[src/sdr_pkg.sv]
// constants and types of the serial select, data and status register block
// What this block does
// - select gap waits setting, six cycles minimum
// - received word right-justified, upper bits zero
// - master captures select levels; slave reads zero
// - transmit word taken from low bits
// - direct select wiring: first clear code bit wins
// - decode mode drives code straight out
// - release bit deasserts select after character, in variable selection only
// - receive full sets on load, clears on read
// - transmit empty: write clears, load sets, enable
// - mode fault sticky until status read
// - second unread load sets overrun flag
// - dma counter reached zero since last write
// - buffers done when both counters zero
// - select input rising edge sets sticky flag
// - idle flag: write clears, empty path sets
// - enable state bit mirrors interface enable
// - enable register sets mask bits on ones
// - disable register clears mask bits on ones
// - mask register reads enabled sources
// - fixed selection takes code from mode register
// - decode mode allows fifteen external selects
package sdr_pkg;
	localparam logic [7:0] OFF_CTRL = 8'h00;
	localparam logic [7:0] OFF_MODE = 8'h04;
	localparam logic [7:0] OFF_RXD = 8'h08;
	localparam logic [7:0] OFF_TXD = 8'h0c;
	localparam logic [7:0] OFF_STAT = 8'h10;
	localparam logic [7:0] OFF_IER = 8'h14;
	localparam logic [7:0] OFF_IDR = 8'h18;
	localparam logic [7:0] OFF_IMR = 8'h1c;
	localparam int CTRL_EN = 0;
	localparam int CTRL_DIS = 1;
	localparam int REL_BIT = 24;
	localparam int MR_MSTR = 0;
	localparam int MR_PS = 1;
	localparam int MR_DEC = 2;
	localparam int MR_MODFDIS = 4;
	localparam int MR_HOLD = 8;
	localparam int CODE_LO = 16;
	localparam int GAP_LO = 24;
	localparam int ST_EN = 16;
	localparam int NSRC = 10;
	localparam logic [31:0] MODE_USED = 32'hff0f0117;
	localparam logic [31:0] STAT_RST = 32'h000000f0;
	localparam logic [7:0] GAP_MIN = 8'h06;
	localparam int PIN_SCK = 0;
	localparam int PIN_NSS = 1;
	localparam int PIN_MISO = 2;
	localparam int PIN_MOSI = 3;
	localparam logic [3:0] PIN_RST = 4'h2;
	localparam logic [3:0] SEL_NONE = 4'hf;
	typedef enum logic [1:0] {S_IDLE, S_GAP, S_SHIFT, S_DONE} sdr_state_t;
endpackage

[src/sdr_pin_if.sv]
// filtered pin levels and edges passed from the synchroniser to the block
`timescale 1ns/10ps
`default_nettype none
interface sdr_pin_if;
	logic [3:0] lvl;
	logic [3:0] rise;
	logic [3:0] fall;
	modport src (output lvl, output rise, output fall);
	modport snk (input lvl, input rise, input fall);
endinterface
`default_nettype wire

[src/sdr_top.sv]
// register side and small shifter of the serial peripheral select block
//
// Decided for this implementation: the Wishbone register port and the address map.
`timescale 1ns/10ps
`default_nettype none
module sdr_top #(
	parameter int DW = 8,
	parameter int HALF_DIV = 8
) (
	input wire logic clk,
	input wire logic rst,
	input wire logic wb_cyc_i,
	input wire logic wb_stb_i,
	input wire logic wb_we_i,
	input wire logic [7:0] wb_adr_i,
	input wire logic [3:0] wb_sel_i,
	input wire logic [31:0] wb_dat_i,
	output logic [31:0] wb_dat_o,
	output logic wb_ack_o,
	input wire logic sck_in,
	input wire logic nss_in,
	input wire logic miso_in,
	input wire logic mosi_in,
	output logic sck_out,
	output logic mosi_out,
	output logic miso_out,
	output logic [3:0] periph_select_n,
	input wire logic dma_rx_zero,
	input wire logic dma_rx_next_zero,
	input wire logic dma_rx_cnt_wr,
	input wire logic dma_tx_zero,
	input wire logic dma_tx_next_zero,
	input wire logic dma_tx_cnt_wr,
	output logic irq
);
	sdr_pin_if pins ();
	sdr_pin_sync u_sync (
		.clk(clk),
		.rst(rst),
		.pin_in({mosi_in, miso_in, nss_in, sck_in}),
		.pins(pins)
	);

	function automatic logic [3:0] sel_decode(input logic [3:0] c, input logic dec);
		if (dec)
			return c;
		else if (!c[0])
			return 4'he;
		else if (!c[1])
			return 4'hd;
		else if (!c[2])
			return 4'hb;
		else if (!c[3])
			return 4'h7;
		else
			return sdr_pkg::SEL_NONE;
	endfunction

	function automatic logic [31:0] lanes(input logic [3:0] s);
		logic [31:0] m;
		m = 32'h0;
		for (int i = 0; i < 4; i++)
			m[i*8 +: 8] = {8{s[i]}};
		return m;
	endfunction

	////////////////////////////////////////////////////////////////
	logic ack_r;
	logic [31:0] dat_r;
	logic [31:0] mode_r;
	logic en_r;
	logic tx_empty_flag_r;
	logic rxf_r;
	logic mode_fault_flag_r;
	logic ovr_r;
	logic rxend_r;
	logic txend_r;
	logic rxbuf_r;
	logic txbuf_r;
	logic slave_select_rise_r;
	logic idle_r;
	logic [9:0] mask_r;
	logic irq_r;
	logic [DW-1:0] tx_word_r;
	logic [3:0] tx_code_r;
	logic tx_rel_r;
	logic [DW-1:0] rx_word_r;
	logic [3:0] rx_code_r;
	logic rx_load_r;
	logic [DW-1:0] rx_cap_r;
	logic [3:0] rx_cap_code_r;
	sdr_pkg::sdr_state_t state_r;
	logic [DW-1:0] shift_r;
	logic [7:0] bit_cnt_r;
	logic [15:0] div_cnt_r;
	logic [7:0] gap_cnt_r;
	logic [3:0] sel_n_r;
	logic [3:0] target_r;
	logic rel_r;
	logic sck_r;
	logic mosi_r;
	logic miso_r;

	logic acc;
	logic wr;
	logic rd;
	logic [31:0] wd;
	logic [31:0] status_w;
	logic [31:0] rdata;
	logic mstr;
	logic pending;
	logic tx_take;
	logic [3:0] code_w;
	logic [7:0] gap_w;

	assign acc = wb_cyc_i & wb_stb_i & ~ack_r;
	assign wr = acc & wb_we_i;
	assign rd = acc & ~wb_we_i;
	assign wd = wb_dat_i & lanes(wb_sel_i);
	assign mstr = mode_r[sdr_pkg::MR_MSTR];
	assign pending = en_r & ~tx_empty_flag_r;

	assign status_w = {15'h0, en_r, 6'h0, idle_r, slave_select_rise_r,
		txbuf_r, rxbuf_r, txend_r, rxend_r, ovr_r, mode_fault_flag_r, tx_empty_flag_r, rxf_r};

	// variable selection uses the code written with each character
	assign code_w = mode_r[sdr_pkg::MR_PS] ? tx_code_r : mode_r[sdr_pkg::CODE_LO +: 4];
	assign gap_w = (mode_r[sdr_pkg::GAP_LO +: 8] <= sdr_pkg::GAP_MIN) ?
		sdr_pkg::GAP_MIN : mode_r[sdr_pkg::GAP_LO +: 8];

	// the shifter takes a pending character when it can start or chain one
	always_comb begin
		tx_take = 1'b0;
		if (pending) begin
			if (mstr)
				tx_take = (state_r == sdr_pkg::S_IDLE);
			else
				tx_take = pins.fall[sdr_pkg::PIN_NSS] | (pins.rise[sdr_pkg::PIN_SCK] &
					~pins.lvl[sdr_pkg::PIN_NSS] && bit_cnt_r == 8'(DW - 1));
		end
	end

	////////////////////////////////////////////////////////////////
	// bus slave: one wait state, ack drops the cycle after it rose
	always_comb begin
		case (wb_adr_i)
			sdr_pkg::OFF_MODE: rdata = mode_r;
			sdr_pkg::OFF_RXD: rdata = {12'h0, rx_code_r, 16'(rx_word_r)};
			sdr_pkg::OFF_STAT: rdata = status_w;
			sdr_pkg::OFF_IMR: rdata = {22'h0, mask_r};
			default: rdata = 32'h0;
		endcase
	end

	always_ff @(posedge clk) begin
		if (rst) begin
			ack_r <= 1'b0;
			dat_r <= 32'h0;
		end else begin
			ack_r <= acc;
			dat_r <= rd ? rdata : 32'h0;
		end
	end

	always_ff @(posedge clk) begin
		if (rst)
			mode_r <= 32'h0;
		else if (wr && wb_adr_i == sdr_pkg::OFF_MODE)
			mode_r <= wd & sdr_pkg::MODE_USED;
	end

	always_ff @(posedge clk) begin
		if (rst) begin
			tx_word_r <= '0;
			tx_code_r <= sdr_pkg::SEL_NONE;
			tx_rel_r <= 1'b0;
		end else if (wr && wb_adr_i == sdr_pkg::OFF_TXD) begin
			tx_word_r <= wd[DW-1:0];
			tx_code_r <= wd[sdr_pkg::CODE_LO +: 4];
			tx_rel_r <= wd[sdr_pkg::REL_BIT] & mode_r[sdr_pkg::MR_PS];
		end
	end

	////////////////////////////////////////////////////////////////
	// enable, fault and transmit-empty state
	always_ff @(posedge clk) begin
		if (rst)
			en_r <= 1'b0;
		else if (mode_fault_flag_r)
			en_r <= 1'b0;
		else if (wr && wb_adr_i == sdr_pkg::OFF_CTRL && (wd[sdr_pkg::CTRL_EN] | wd[sdr_pkg::CTRL_DIS]))
			en_r <= ~wd[sdr_pkg::CTRL_DIS];
	end

	always_ff @(posedge clk) begin
		if (rst)
			tx_empty_flag_r <= 1'b0;
		else if (mode_fault_flag_r || (wr && wb_adr_i == sdr_pkg::OFF_CTRL && wd[sdr_pkg::CTRL_DIS]))
			tx_empty_flag_r <= 1'b0;
		else if (wr && wb_adr_i == sdr_pkg::OFF_CTRL && wd[sdr_pkg::CTRL_EN])
			tx_empty_flag_r <= 1'b1;
		else if (wr && wb_adr_i == sdr_pkg::OFF_TXD)
			tx_empty_flag_r <= 1'b0;
		else if (tx_take)
			tx_empty_flag_r <= 1'b1;
	end

	// a master sees its select input pulled low by another master
	always_ff @(posedge clk) begin
		if (rst)
			mode_fault_flag_r <= 1'b0;
		else if (en_r && mstr && !mode_r[sdr_pkg::MR_MODFDIS] && !pins.lvl[sdr_pkg::PIN_NSS])
			mode_fault_flag_r <= 1'b1;
		else if (rd && wb_adr_i == sdr_pkg::OFF_STAT)
			mode_fault_flag_r <= 1'b0;
	end

	////////////////////////////////////////////////////////////////
	// receive side: loads always land, flags set over clears except idle, where a transmit write wins
	always_ff @(posedge clk) begin
		if (rst) begin
			rx_word_r <= '0;
			rx_code_r <= 4'h0;
		end else if (rx_load_r) begin
			rx_word_r <= rx_cap_r;
			rx_code_r <= rx_cap_code_r;
		end
	end

	always_ff @(posedge clk) begin
		if (rst)
			rxf_r <= 1'b0;
		else if (rx_load_r)
			rxf_r <= 1'b1;
		else if (rd && wb_adr_i == sdr_pkg::OFF_RXD)
			rxf_r <= 1'b0;
	end

	always_ff @(posedge clk) begin
		if (rst)
			ovr_r <= 1'b0;
		else if (rx_load_r && rxf_r && !(rd && wb_adr_i == sdr_pkg::OFF_RXD))
			ovr_r <= 1'b1;
		else if (rd && wb_adr_i == sdr_pkg::OFF_STAT)
			ovr_r <= 1'b0;
	end

	always_ff @(posedge clk) begin
		if (rst)
			slave_select_rise_r <= 1'b0;
		else if (pins.rise[sdr_pkg::PIN_NSS])
			slave_select_rise_r <= 1'b1;
		else if (rd && wb_adr_i == sdr_pkg::OFF_STAT)
			slave_select_rise_r <= 1'b0;
	end

	always_ff @(posedge clk) begin
		if (rst) begin
			rxend_r <= sdr_pkg::STAT_RST[4];
			txend_r <= sdr_pkg::STAT_RST[5];
			rxbuf_r <= sdr_pkg::STAT_RST[6];
			txbuf_r <= sdr_pkg::STAT_RST[7];
		end else begin
			rxend_r <= dma_rx_zero | (rxend_r & ~dma_rx_cnt_wr);
			txend_r <= dma_tx_zero | (txend_r & ~dma_tx_cnt_wr);
			rxbuf_r <= dma_rx_zero & dma_rx_next_zero;
			txbuf_r <= dma_tx_zero & dma_tx_next_zero;
		end
	end

	always_ff @(posedge clk) begin
		if (rst)
			idle_r <= 1'b0;
		else if (wr && wb_adr_i == sdr_pkg::OFF_TXD)
			idle_r <= 1'b0;
		else if (en_r && !pending && state_r == sdr_pkg::S_IDLE && bit_cnt_r == 8'h0)
			idle_r <= 1'b1;
	end

	////////////////////////////////////////////////////////////////
	// interrupt mask and line
	always_ff @(posedge clk) begin
		if (rst)
			mask_r <= 10'h0;
		else if (wr && wb_adr_i == sdr_pkg::OFF_IER)
			mask_r <= mask_r | wd[sdr_pkg::NSRC-1:0];
		else if (wr && wb_adr_i == sdr_pkg::OFF_IDR)
			mask_r <= mask_r & ~wd[sdr_pkg::NSRC-1:0];
	end

	always_ff @(posedge clk) begin
		if (rst)
			irq_r <= 1'b0;
		else
			irq_r <= |(status_w[sdr_pkg::NSRC-1:0] & mask_r);
	end

	////////////////////////////////////////////////////////////////
	// shifter: master drives select, clock and data; slave follows pins
	always_ff @(posedge clk) begin
		if (rst) begin
			state_r <= sdr_pkg::S_IDLE;
			shift_r <= '0;
			bit_cnt_r <= 8'h0;
			div_cnt_r <= 16'h0;
			gap_cnt_r <= 8'h0;
			sel_n_r <= sdr_pkg::SEL_NONE;
			target_r <= sdr_pkg::SEL_NONE;
			rel_r <= 1'b0;
			sck_r <= 1'b0;
			mosi_r <= 1'b0;
			miso_r <= 1'b0;
			rx_load_r <= 1'b0;
			rx_cap_r <= '0;
			rx_cap_code_r <= 4'h0;
		end else begin
			rx_load_r <= 1'b0;
			if (!mstr) begin
				// slave: pcs field reads zero, select lines stay idle
				state_r <= sdr_pkg::S_IDLE;
				sel_n_r <= sdr_pkg::SEL_NONE;
				sck_r <= 1'b0;
				if (pins.fall[sdr_pkg::PIN_NSS]) begin
					bit_cnt_r <= 8'h0;
					miso_r <= tx_take ? tx_word_r[DW-1] : shift_r[DW-1];
					if (tx_take)
						shift_r <= tx_word_r;
				end else if (pins.rise[sdr_pkg::PIN_SCK] && !pins.lvl[sdr_pkg::PIN_NSS]) begin
					if (bit_cnt_r == 8'(DW - 1)) begin
						bit_cnt_r <= 8'h0;
						rx_load_r <= en_r;
						rx_cap_r <= {shift_r[DW-2:0], pins.lvl[sdr_pkg::PIN_MOSI]};
						rx_cap_code_r <= 4'h0;
						shift_r <= tx_take ? tx_word_r : {shift_r[DW-2:0], pins.lvl[sdr_pkg::PIN_MOSI]};
					end else begin
						bit_cnt_r <= bit_cnt_r + 8'h1;
						shift_r <= {shift_r[DW-2:0], pins.lvl[sdr_pkg::PIN_MOSI]};
					end
				end else if (pins.fall[sdr_pkg::PIN_SCK]) begin
					miso_r <= shift_r[DW-1];
				end
			end else begin
				case (state_r)
					sdr_pkg::S_IDLE: begin
						if (tx_take) begin
							shift_r <= tx_word_r;
							mosi_r <= tx_word_r[DW-1];
							rel_r <= tx_rel_r;
							bit_cnt_r <= 8'h0;
							div_cnt_r <= 16'(HALF_DIV - 1);
							target_r <= sel_decode(code_w, mode_r[sdr_pkg::MR_DEC]);
							if (sel_n_r != sel_decode(code_w, mode_r[sdr_pkg::MR_DEC])) begin
								sel_n_r <= sdr_pkg::SEL_NONE;
								gap_cnt_r <= gap_w;
								state_r <= sdr_pkg::S_GAP;
							end else begin
								state_r <= sdr_pkg::S_SHIFT;
							end
						end
					end
					sdr_pkg::S_GAP: begin
						// every select stays high for the whole gap
						if (gap_cnt_r <= 8'h1) begin
							sel_n_r <= target_r;
							state_r <= sdr_pkg::S_SHIFT;
						end
						gap_cnt_r <= gap_cnt_r - 8'h1;
					end
					sdr_pkg::S_SHIFT: begin
						if (div_cnt_r == 16'h0) begin
							div_cnt_r <= 16'(HALF_DIV - 1);
							sck_r <= ~sck_r;
							if (!sck_r) begin
								shift_r <= {shift_r[DW-2:0], pins.lvl[sdr_pkg::PIN_MISO]};
								bit_cnt_r <= bit_cnt_r + 8'h1;
							end else if (bit_cnt_r == 8'(DW)) begin
								rx_load_r <= 1'b1;
								rx_cap_r <= shift_r;
								rx_cap_code_r <= sel_n_r;
								state_r <= sdr_pkg::S_DONE;
							end else begin
								mosi_r <= shift_r[DW-1];
							end
						end else begin
							div_cnt_r <= div_cnt_r - 16'h1;
						end
					end
					sdr_pkg::S_DONE: begin
						bit_cnt_r <= 8'h0;
						if (rel_r || !mode_r[sdr_pkg::MR_HOLD])
							sel_n_r <= sdr_pkg::SEL_NONE;
						state_r <= sdr_pkg::S_IDLE;
					end
					default: state_r <= sdr_pkg::S_IDLE;
				endcase
			end
		end
	end

	assign wb_ack_o = ack_r;
	assign wb_dat_o = dat_r;
	assign sck_out = sck_r;
	assign mosi_out = mosi_r;
	assign miso_out = miso_r;
	assign periph_select_n = sel_n_r;
	assign irq = irq_r;
endmodule // sdr_top
`default_nettype wire

[src/sdr_pin_sync.sv]
// three-stage pin synchroniser with agreement filter and edge pulses
`timescale 1ns/10ps
`default_nettype none
module sdr_pin_sync (
	input wire logic clk,
	input wire logic rst,
	input wire logic [3:0] pin_in,
	sdr_pin_if.src pins
);
	logic [3:0] s1_r;
	logic [3:0] s2_r;
	logic [3:0] s3_r;
	logic [3:0] lvl_r;
	logic [3:0] prev_r;

	always_ff @(posedge clk) begin
		if (rst) begin
			s1_r <= sdr_pkg::PIN_RST;
			s2_r <= sdr_pkg::PIN_RST;
			s3_r <= sdr_pkg::PIN_RST;
		end else begin
			s1_r <= pin_in;
			s2_r <= s1_r;
			s3_r <= s2_r;
		end
	end

	// a level only counts once the last two stages agree
	always_ff @(posedge clk) begin
		if (rst) begin
			lvl_r <= sdr_pkg::PIN_RST;
			prev_r <= sdr_pkg::PIN_RST;
		end else begin
			lvl_r <= (s3_r & ~(s2_r ^ s3_r)) | (lvl_r & (s2_r ^ s3_r));
			prev_r <= lvl_r;
		end
	end

	assign pins.lvl = lvl_r;
	assign pins.rise = lvl_r & ~prev_r;
	assign pins.fall = ~lvl_r & prev_r;
endmodule // sdr_pin_sync
`default_nettype wire

[config.mk]
export PLATFORM = sky130hd
export DESIGN_NAME = sdr_top
export DESIGN_NICKNAME = d
export VERILOG_FILES = /design/src/sdr_pkg.sv /design/src/sdr_pin_if.sv /design/src/sdr_top.sv /design/src/sdr_pin_sync.sv
export SDC_FILE = /design/constraint.sdc
export NUM_CORES = 1
export LEC_CHECK = 0
export BUFFER_PORTS_ARGS = -buffer_cell sky130_fd_sc_hd__buf_2
export CORE_UTILIZATION = 58
export DETAILED_ROUTE_END_ITERATION = 16
export MAX_ROUTING_LAYER = met4
export PLACE_DENSITY = 0.88
export SLEW_MARGIN = 30
export SYNTH_ARGS = -nofsm -noshare
export SYNTH_HDL_FRONTEND = slang
export SYNTH_SLANG_ARGS = --single-unit
[constraint.sdc]
create_clock -name clk -period 3.08 [get_ports clk]
set_input_delay 0.154 -clock clk [delete_from_list [all_inputs] [get_ports clk]]
set_output_delay 0.154 -clock clk [all_outputs]
set_load 0.01 [all_outputs]
After elaboration in Yosys (flattened, before gate mapping)
Index checks and enable logic that the tools add are counted.
- register bits: 182
- input port bits: 59
- output and inout bits: 41
- word-level logic and storage cells: 270
- $add $sub $neg: 3
- $lt $le $gt $ge: 2
- eq/ne operators: 32
- muxes and demuxes: 93
- bitwise gates (word level): 39
- reduce and logical (&&, ||, !) cells: 61
- operator list (kind ; count):
    2-to-1 mux 8 bit ; 26
    one-hot mux 32 bit (4 select lines) ; 1
    2-to-1 mux 4 bit ; 22
    AND 32 bit ; 1
    == test 8 x 5 -> 1 bit (second input constant) ; 4
    2-to-1 mux 16 bit ; 2
    one-hot mux 16 bit (2 select lines) ; 1
    one-hot mux 8 bit (2 select lines) ; 2
    2-to-1 mux 1 bit ; 27
    == test 8 x 4 -> 1 bit (second input constant) ; 3
    one-hot mux 8 bit (3 select lines) ; 1
    AND 10 bit ; 2
    logical AND 1 bit ; 20
    2-to-1 mux 10 bit ; 2
    nonzero test 2 bit ; 10
    == test 8 x 3 -> 1 bit (second input constant) ; 2
    zero test 16 bit ; 1
    zero test 8 bit ; 2
    != test 2 bit (second input constant) ; 8
    subtractor 16 x 1 -> 16 bit (second input constant) ; 1
    AND reduction 5 bit ; 3
    2-to-1 mux 2 bit ; 6
    != test 2 x 1 -> 1 bit (second input constant) ; 6
    one-hot mux 4 bit (3 select lines) ; 1
    other kinds (34) ; 76

Logic depth before layout (Yosys ltp)
Gate-level depths: netlist (run 1).
- word-level depth: 15
- mapped depth: 10

Modules after synthesis
From an unflattened synthesis (run 1), not the netlist that was laid out.
- cell total of the unflattened synthesis: 903
- area total of the unflattened synthesis: 7729.9 µm²
- modules (own cells, without submodules) (module ; instances ; cells an instance ; area each (µm²) ; seq. area each (µm²)):
    sdr_top ; 1 ; 845 ; 7105.6 ; 3083.0
    sdr_pin_sync ; 1 ; 58 ; 624.3 ; 400.4

Worst setup path after synthesis (run 1)
Ideal clock, no wire load.
- kind: reg2reg
- from: reg bit_cnt_r[4]
- to: reg shift_r[7]
- setup time: 71 ps
- data arrival time: 2269 ps
- data required time: 3009 ps
- path slack: 740 ps
- stages on the path, launching flop included: 8
- buffers on the path: 1
- cells stage by stage: dfxtp_1 -> or4_4 -> nor4_4 -> o21a_1 -> buf_2 -> mux2_2 -> a2111o_1 -> a21oi_1
- word-level cells in the longest chain between the ends: 10
- elaborated cells between the ends (all ways): 12
- those cells by class: eq/ne: 1; mux: 9; bitwise: 1; reduce/logical: 1
- ends and longest elaborated chain (item ; RTL line ; RTL):
    start, declared ; sdr_top.sv:94 ; logic [7:0] bit_cnt_r;
    start signal, assigned ; sdr_top.sv:336 ; bit_cnt_r <= bit_cnt_r + 8'h1;
    start signal, assigned ; sdr_top.sv:375 ; bit_cnt_r <= bit_cnt_r + 8'h1;
    == test 8 x 3 -> 1 bit * ; sdr_top.sv:139, sdr_top.sv:329 ;
    logical AND 1 bit ; sdr_top.sv:139 ; ~pins.lvl[sdr_pkg::PIN_NSS] && bit_cnt_r == 8'(DW - 1));
    OR 1 bit ; sdr_top.sv:138 ; tx_take = pins.fall[sdr_pkg::PIN_NSS] | (pins.rise[sdr_pkg::PIN_SCK] &
    2-to-1 mux 1 bit ; sdr_top.sv:135 ; if (mstr)
    2-to-1 mux 1 bit ; sdr_top.sv:134 ; if (pending) begin
    2-to-1 mux 8 bit ; sdr_top.sv:334 ; shift_r <= tx_take ? tx_word_r : {shift_r[DW-2:0], pins.lvl[sdr_pkg::PIN_MOSI]};
    2-to-1 mux 8 bit ; sdr_top.sv:329 ; if (bit_cnt_r == 8'(DW - 1)) begin
    2-to-1 mux 8 bit ; sdr_top.sv:328 ; end else if (pins.rise[sdr_pkg::PIN_SCK] && !pins.lvl[sdr_pkg::PIN_NSS]) begin
    2-to-1 mux 8 bit ; sdr_top.sv:323 ; if (pins.fall[sdr_pkg::PIN_NSS]) begin
    2-to-1 mux 8 bit * ; sdr_top.sv:318 ; if (!mstr) begin
    end signal, assigned ; sdr_top.sv:327 ; shift_r <= tx_word_r;
    end signal, assigned ; sdr_top.sv:334 ;
    end signal, assigned ; sdr_top.sv:337 ; shift_r <= {shift_r[DW-2:0], pins.lvl[sdr_pkg::PIN_MOSI]};
    end, declared ; sdr_top.sv:93 ; logic [DW-1:0] shift_r;
Mark *: on every way between the ends. The rest lies on a longest branch, timed or not. The select of a mux whose other input is x is not followed.
A chain may end at the register's enable or synchronous reset.

Final worst setup path (run 1)
- from: reg mode_r[1]
- to: reg sel_n_r[1], in the netlist periph_select_n[1]
- word-level cells in the longest chain between the ends: 13
- ends and longest elaborated chain (item ; RTL line ; RTL):
    start, declared ; sdr_top.sv:70 ; logic [31:0] mode_r;
    start signal, assigned ; sdr_top.sv:169 ; mode_r <= wd & sdr_pkg::MODE_USED;
    2-to-1 mux 4 bit * ; sdr_top.sv:127 ; assign code_w = mode_r[sdr_pkg::MR_PS] ? tx_code_r : mode_r[sdr_pkg::CODE_LO +: 4];
    2-to-1 mux 4 bit ; sdr_top.sv:53 ; else if (!c[3])
    2-to-1 mux 4 bit ; sdr_top.sv:51 ; else if (!c[2])
    2-to-1 mux 4 bit ; sdr_top.sv:49 ; else if (!c[1])
    2-to-1 mux 4 bit ; sdr_top.sv:47 ; else if (!c[0])
    2-to-1 mux 4 bit * ; sdr_top.sv:45 ; if (dec)
    2-to-1 mux 4 bit * ; sdr_top.sv:345 ; if (tx_take) begin
    2-to-1 mux 4 bit * ; sdr_top.sv:343 ; case (state_r)
    2-to-1 mux 4 bit * ; sdr_top.sv:318 ;
    2-to-1 mux 4 bit * ; sdr_top.sv:301 ; if (rst) begin
    != test 4 bit * ; sdr_top.sv:352 ; if (sel_n_r != sel_decode(code_w, mode_r[sdr_pkg::MR_DEC])) begin
    != test 2 x 1 -> 1 bit (no source line) * ; -- ;
    AND reduction 5 bit (no source line) * ; -- ;
    end signal, assigned ; sdr_top.sv:307 ; sel_n_r <= sdr_pkg::SEL_NONE;
    end signal, assigned ; sdr_top.sv:353 ; sel_n_r <= sdr_pkg::SEL_NONE;
    end signal, assigned ; sdr_top.sv:364 ; sel_n_r <= target_r;
    end, declared ; sdr_top.sv:97 ; logic [3:0] sel_n_r;
Marks and branches as above.

==> out/results.ini, run 1 <==
[outcome]
status=finished clean

[final_layout]
antennaDiodeCount=0
syn_to_final_growth_pct=16.3
layout-drive-gt1-share=0.157
fin_nets=1094
seq_area_um2=3440
instances_no_fill=1213
nFillCells=1037
multiInputGateArea_um2=4200
final_area_um2=9300
final_core_util=0.697

[setup_path]
critPathTopFamily=compound AO/OA/AOI/OAI gates
slowest_delay_ns=0.58
critPathCaptureType=flop
rrSetupSlack_ns=0.48
critPathSlowestCell=dfxtp_1
path_class=flop to flop
crit_start=mode_r[1]$_SDFFE_PP0P_
reg2reg_to=periph_select_n[1]$_SDFFE_PP1P_
crit_arrival_ns=2.90
worstPathCellList=mux2i_2 > nand2_1 > or4_4 > a31o_4 > o311ai_0 > o211ai_1
worstPathMaxFanout=18
endpoint=periph_select_n[1]$_SDFFE_PP1P_
path_buf_inv=0
crit_cells=6
r2r_start=mode_r[1]$_SDFFE_PP0P_
reg2regPathDepth=6
cp.required_ns=3.38
startpoint_type=flop

[synth]
ys_ff_latch=172
netlist_instances=942
synth_top_cells_by_area=dfxtp_1 (43%), nand2_1 (5.1%), nor2_1 (4.7%), mux2i_1 (4.5%), a21oi_1 (4.4%)
synth_common_cells=dfxtp_1 (172), nand2_1 (109), nor2_1 (101)
yosysSeqAreaShare=0.431
synth_area_um2=8000
synth_most_common_cell=dfxtp_1
synthDistinctLibCells=80
synth_warnings=0
synthArstFlopShare=0
yosysTopAreaCellShare=0.431
synth_largest_area_cell=dfxtp_1
syn_area_per_cell_um2=8.49
synthFlopType=dfxtp_1
synth_edf_count=0

[die]
fp.dieW_um=119
rows=42
die_h_um=119
core-area_um2=13300
fp.dieArea_um2=14300
start_util=0.599
io_pins=100

[grt]
grt_max_degree=57
grt_usage=0.309
grt_pass1_vias=6940
grt_overflow=0
antenna_found_initial=0
grt_pass1_wl_mm=33.5

[sta]
maxSlewViolCount=0
finalCritPeriodShare=0.845
post-route-min-period_ns=2.60
rsz0062_at_grt=false
whs_ns=0.00814
slew_headroom=0.369
tightest_slew_ns=0.945
worst_slack_ns=0.476
finClkSkew_ns=0.00961
fmax_mhz=384
hold_viol_final=0
fin_tns_setup_ns=0
setup_viol=0

[power_and_ir_drop]
leakage_nw=3.44
power_mw=4.53
power_density_nw_per_um2=487
vdd_drop_max_mv=0.330

[detailed_routing]
vias=7491
ant_nets=0
first_pass_iters=6
routed_wl_mm=21.3
post-route-drc-count=0
routed_via_density=6.18
first_iter_violations=927
routedWlPerCell_um=17.5

[placed_design]
dp_hpwl_mm=14.2
dp.cells=1159
place_ws_ns=0.494
port_buffers=79
gp_congestion=0.920
placed_cell_area_um2=8490

[clocking]
cts_setup_buffers=0
postCtsResizedCells=0
cts_buffer_depth=2
cts.sinks=172
cts.clk_slew.worst_paths_ns=0.07
worst_skew_pair.late_latency_ns=0.44
clock-root-buffer=clkbuf_16
htree_levels=4
cts_made_buffers=17
cts_tree=built

[run]
cap_violations=0

[hold_path]
hold_class=primary input to flop

-- flip-flops by register name, summed over array words and instances (netlist names), 4 cells and up, named ones only --
register / count
rx_word_r: 8
mode_r: 17
rx_cap_code_r: 4
rx_code_r: 4
bit_cnt_r: 8
gap_cnt_r: 8
periph_select_n: 4
u_sync.s2_r: 4
div_cnt_r: 16
tx_code_r: 4
rx_cap_r: 8
u_sync.s1_r: 4
target_r: 4
shift_r: 8
wb_dat_o: 22
tx_word_r: 8
u_sync.s3_r: 4
-- cell families after synthesis --
kind of cell	synth area share
buffers and inverters	0.0499
other	0.000469
and+or+nand+nor	0.237
AOI/OAI and AO/OA	0.186
adders and majority gates	0.0172
xor gates and xnor gates	0.0263
muxes	0.0524
DFF	0.431
-- tightest hold or removal path: cells and delay by family --
kind                   cells  cell delay [ns]
AOI/OAI and AO/OA          1             0.06
and+or+nand+nor            1             0.08
buffers and inverters      1             0.11
-- how the worst min path moves through the flow --
stage            startpoint                   endpoint  slack, ns  depth (start not counted)
2_1_floorplan   dma_rx_zero         rxend_r$_SDFF_PP1_       0.25                          2
3_3_place_gp         nss_in  u_sync.s1_r[1]$_SDFF_PP1_       0.35                          2
3_5_place_dp         nss_in  u_sync.s1_r[1]$_SDFF_PP1_       0.35                          2
4_1_cts        wb_dat_i[27]    mode_r[27]$_SDFFE_PP0P_     0.0004                          3
5_1_grt         wb_dat_i[4]  tx_word_r[4]$_SDFFE_PP0P_       0.02                          3
6_report        wb_dat_i[6]  tx_word_r[6]$_SDFFE_PP0P_      0.008                          3
-- per-layer routing --
| layer | track usage | wire length (um) |
|---|---|---|
| met1 | 0.380 | 8730 |
| met2 | 0.457 | 9700 |
| met5 | - | 0 |
| met3 | 0.0819 | 1830 |
| met4 | 0.175 | 999 |
-- where the power goes --
part	total (mW)	internal, mW	switching (mW)	leakage, nW
logic	0.142	0.0571	0.0847	1.78
registers	2.24	2.23	0.00610	1.39
clock network	2.15	1.21	0.941	0.272
total	4.53	3.50	1.03	3.44
-- what timing repair did --
item	in CTS	in global routing
endpoints found under the hold margin	19	0
endpoints found under the setup margin	0	0
hold buffers	22	0
-- cells in the final DEF (no fill, tap or decap), types with 5 or more instances in the layout --
| cell type | instances |
|---|---|
| inv_6 | 5 |
| dfxtp_1 | 172 |
| a222oi_1 | 6 |
| inv_1 | 23 |
| a211oi_1 | 13 |
| o21ai_0 | 30 |
| clkbuf_16 | 17 |
| o211ai_1 | 6 |
| nand3b_1 | 6 |
| nor2b_1 | 14 |
| a22oi_1 | 15 |
| dlygate4sd3_1 | 22 |
| or2_2 | 6 |
| nor4_1 | 6 |
| nand2_1 | 109 |
| or3_1 | 8 |
| xor2_1 | 5 |
| mux2i_1 | 36 |
| nor3_1 | 22 |
| nand3_1 | 49 |
| clkinvlp_4 | 5 |
| ha_1 | 11 |
| a31oi_1 | 5 |
| a21oi_1 | 70 |
| buf_4 | 20 |
| and3_1 | 10 |
| o31ai_1 | 7 |
| o311ai_0 | 8 |
| conb_1 | 10 |
| nand2b_1 | 20 |
| nand4_1 | 8 |
| xnor2_1 | 19 |
| buf_2 | 78 |
| a221oi_1 | 9 |
| nor2_1 | 101 |
-- layout make-up --
| type | count | area share |
|---|---|---|
| repair buffers | 120 | 0.0818 |
| multi-input cells | 690 | 0.452 |
| inverters | 23 | 0.00929 |
| clock inverters | 14 | 0.0170 |
| flip-flops and latches | 172 | 0.370 |
| clock buffers | 18 | 0.0462 |
| well taps | 176 | 0.0237 |
Power figures use the tool's default switching activity.
==> run 2, diff against run 1 <==
clock period = 2.4 ns   (was 3.08 ns; I/O delays follow)
==> run 2 against run 1 <==
Effect of this change: via count is 3.1% higher; total power is 27% higher; clock power is 24% higher; sequential power is 28% higher; final cell count is 2.6% higher; die area stayed put; wire length is 5.2% higher; fmax is 13% higher; register-to-register slack worse by 0.39 ns; sequential share of layout area is 1.2 points lower; critical path depth is 2 higher; critical path type unchanged; critical endpoint is now rx_cap_r[4]$_SDFFE_PP0P_.
==> out/results.ini, run 2 (same netlist as run 1, synthesis figures left out) <==
[outcome]
status=finished clean

[grt]
grt_pass1_wl_mm=35.4
antenna_found_initial=0
grt_max_degree=47
grt_pass1_vias=7122
grt_overflow=0
grt_usage=0.324

[power_and_ir_drop]
leakage_nw=3.59
power_density_nw_per_um2=599
vdd_drop_max_mv=0.650
p_comb_frac=0.036
seqPwrFrac=0.500
p_sw_frac=0.227
clkPwrFrac=0.464
power_switching_mw=1.30
p_int_mw=4.44

[detailed_routing]
routed_wl_mm=22.4
post-route-drc-count=0
first_iter_violations=929
routedWlPerCell_um=18.0
vias=7725
ant_nets=0
first_pass_iters=7
routed_via_density=6.21

[clocking]
cts_made_buffers=17
cts_tree=built
worst_skew_pair.late_latency_ns=0.43
cts.sinks=172
cts_buffer_depth=2
clock-root-buffer=clkbuf_16
htree_levels=4
cts.clk_slew.worst_paths_ns=0.07

[sta]
fin_tns_setup_ns=0
finalCritPeriodShare=0.963
finClkSkew_ns=0.00720
post-route-min-period_ns=2.31
slew_headroom=0.417
maxSlewViolCount=0
tightest_slew_ns=0.872
whs_ns=0.0150
hold_viol_final=0
setup_viol=0
fmax_mhz=433

[final_layout]
syn_to_final_growth_pct=20.0
layout-drive-gt1-share=0.179
nFillCells=1009
final_cell_mix=dfxtp_1 (172), nand2_1 (109), nor2_1 (101)
fin_nets=1125
layout_commonest_cell=dfxtp_1
largest_reg_flops=22
antennaDiodeCount=0

[run]
cap_violations=0

[hold_path]
min_path_cells=3
hold_class=primary input to flop

[die]
fp.dieArea_um2=14300
start_util=0.599
rows=42
die_h_um=119
io_pins=100
fp.dieW_um=119
core-area_um2=13300

[placed_design]
port_buffers=79
dp_hpwl_mm=14.3
gp_congestion=0.953

[setup_path]
reg2regPathDepth=8
critPathCaptureType=flop
path_class=flop to flop
worstPathMaxFanout=24
crit_arrival_ns=2.65
startpoint_type=flop
cp.required_ns=2.74

[run 2: final timing paths]
check	start	to	slack (ns)
worst max-delay path	div_cnt_r[6]$_SDFFE_PP0P_	rx_cap_r[4]$_SDFFE_PP0P_	0.09
worst min-delay path	wb_sel_i[2]	mode_r[18]$_SDFFE_PP0P_	0.01
worst max register to register	div_cnt_r[6]$_SDFFE_PP0P_	rx_cap_r[4]$_SDFFE_PP0P_	0.09
worst min register to register	u_sync.s1_r[1]$_SDFF_PP1_	u_sync.s2_r[1]$_SDFF_PP1_	0.41
[run 2: routing by layer]
layer,global-route usage,vias to the layer above,wire length [um]
li1,-,3583,-
met1,0.397,3638,9070
met2,0.505,406,10500
met3,0.0848,98,1910
met4,0.140,0,937
met5,-,-,0
[run 2: stage by stage]
step | utilization | instance area (um2) | cells | total power, mW | worst slack, ns
after floorplan | - | 8030 | 951 | 3.03 | 0.0605
after global placement | 0.647 | 8640 | 1177 | 3.09 | 0.0738
after detailed placement | 0.648 | 8650 | 1177 | 3.09 | 0.0446
after CTS | 0.715 | 9550 | 1242 | 5.74 | 0.0350
after global routing | 0.719 | 9600 | 1244 | 5.90 | -0.00698
final | 0.719 | 9600 | 1244 | 5.75 | 0.0879
[run 2: final cells by class]
type                            instances  area (um2)  area share
Clock inverter                         12         113      0.0117
Tap cell                              176         220      0.0229
Clock buffer                           20         457      0.0476
Timing Repair Buffer                  151        1030       0.108
Sequential cell                       172        3440       0.359
Inverter                               23        86.3     0.00899
Multi-Input combinational cell        690        4250       0.442
[run 2: power groups by stage]
| stage | Combinational, mW | Sequential [mW] | Clock [mW] |
|---|---|---|---|
| after floorplan | 0.0910 | 2.94 | 0 |
| after global placement | 0.152 | 2.94 | 0 |
| after detailed placement | 0.156 | 2.94 | 0 |
| after CTS | 0.196 | 2.87 | 2.67 |
| after global routing | 0.218 | 2.87 | 2.80 |
| final | 0.205 | 2.87 | 2.67 |
[run 2: critical path: stages, from the launching register on]
cell      delay [ns]
dfxtp_1         0.38
or4_4           0.59
nor4_4          0.23
buf_4           0.18
nand4_1         0.11
a22oi_2         0.19
buf_12          0.19
nor2_1          0.08
a211oi_1        0.25
[run 2: timing repair]
item | in CTS | in global routing
setup buffers | 0 | 2
gates resized for setup | 0 | 9
hold buffers | 33 | 0
endpoints found under the hold margin | 33 | 0
setup endpoints to repair | 0 | 24
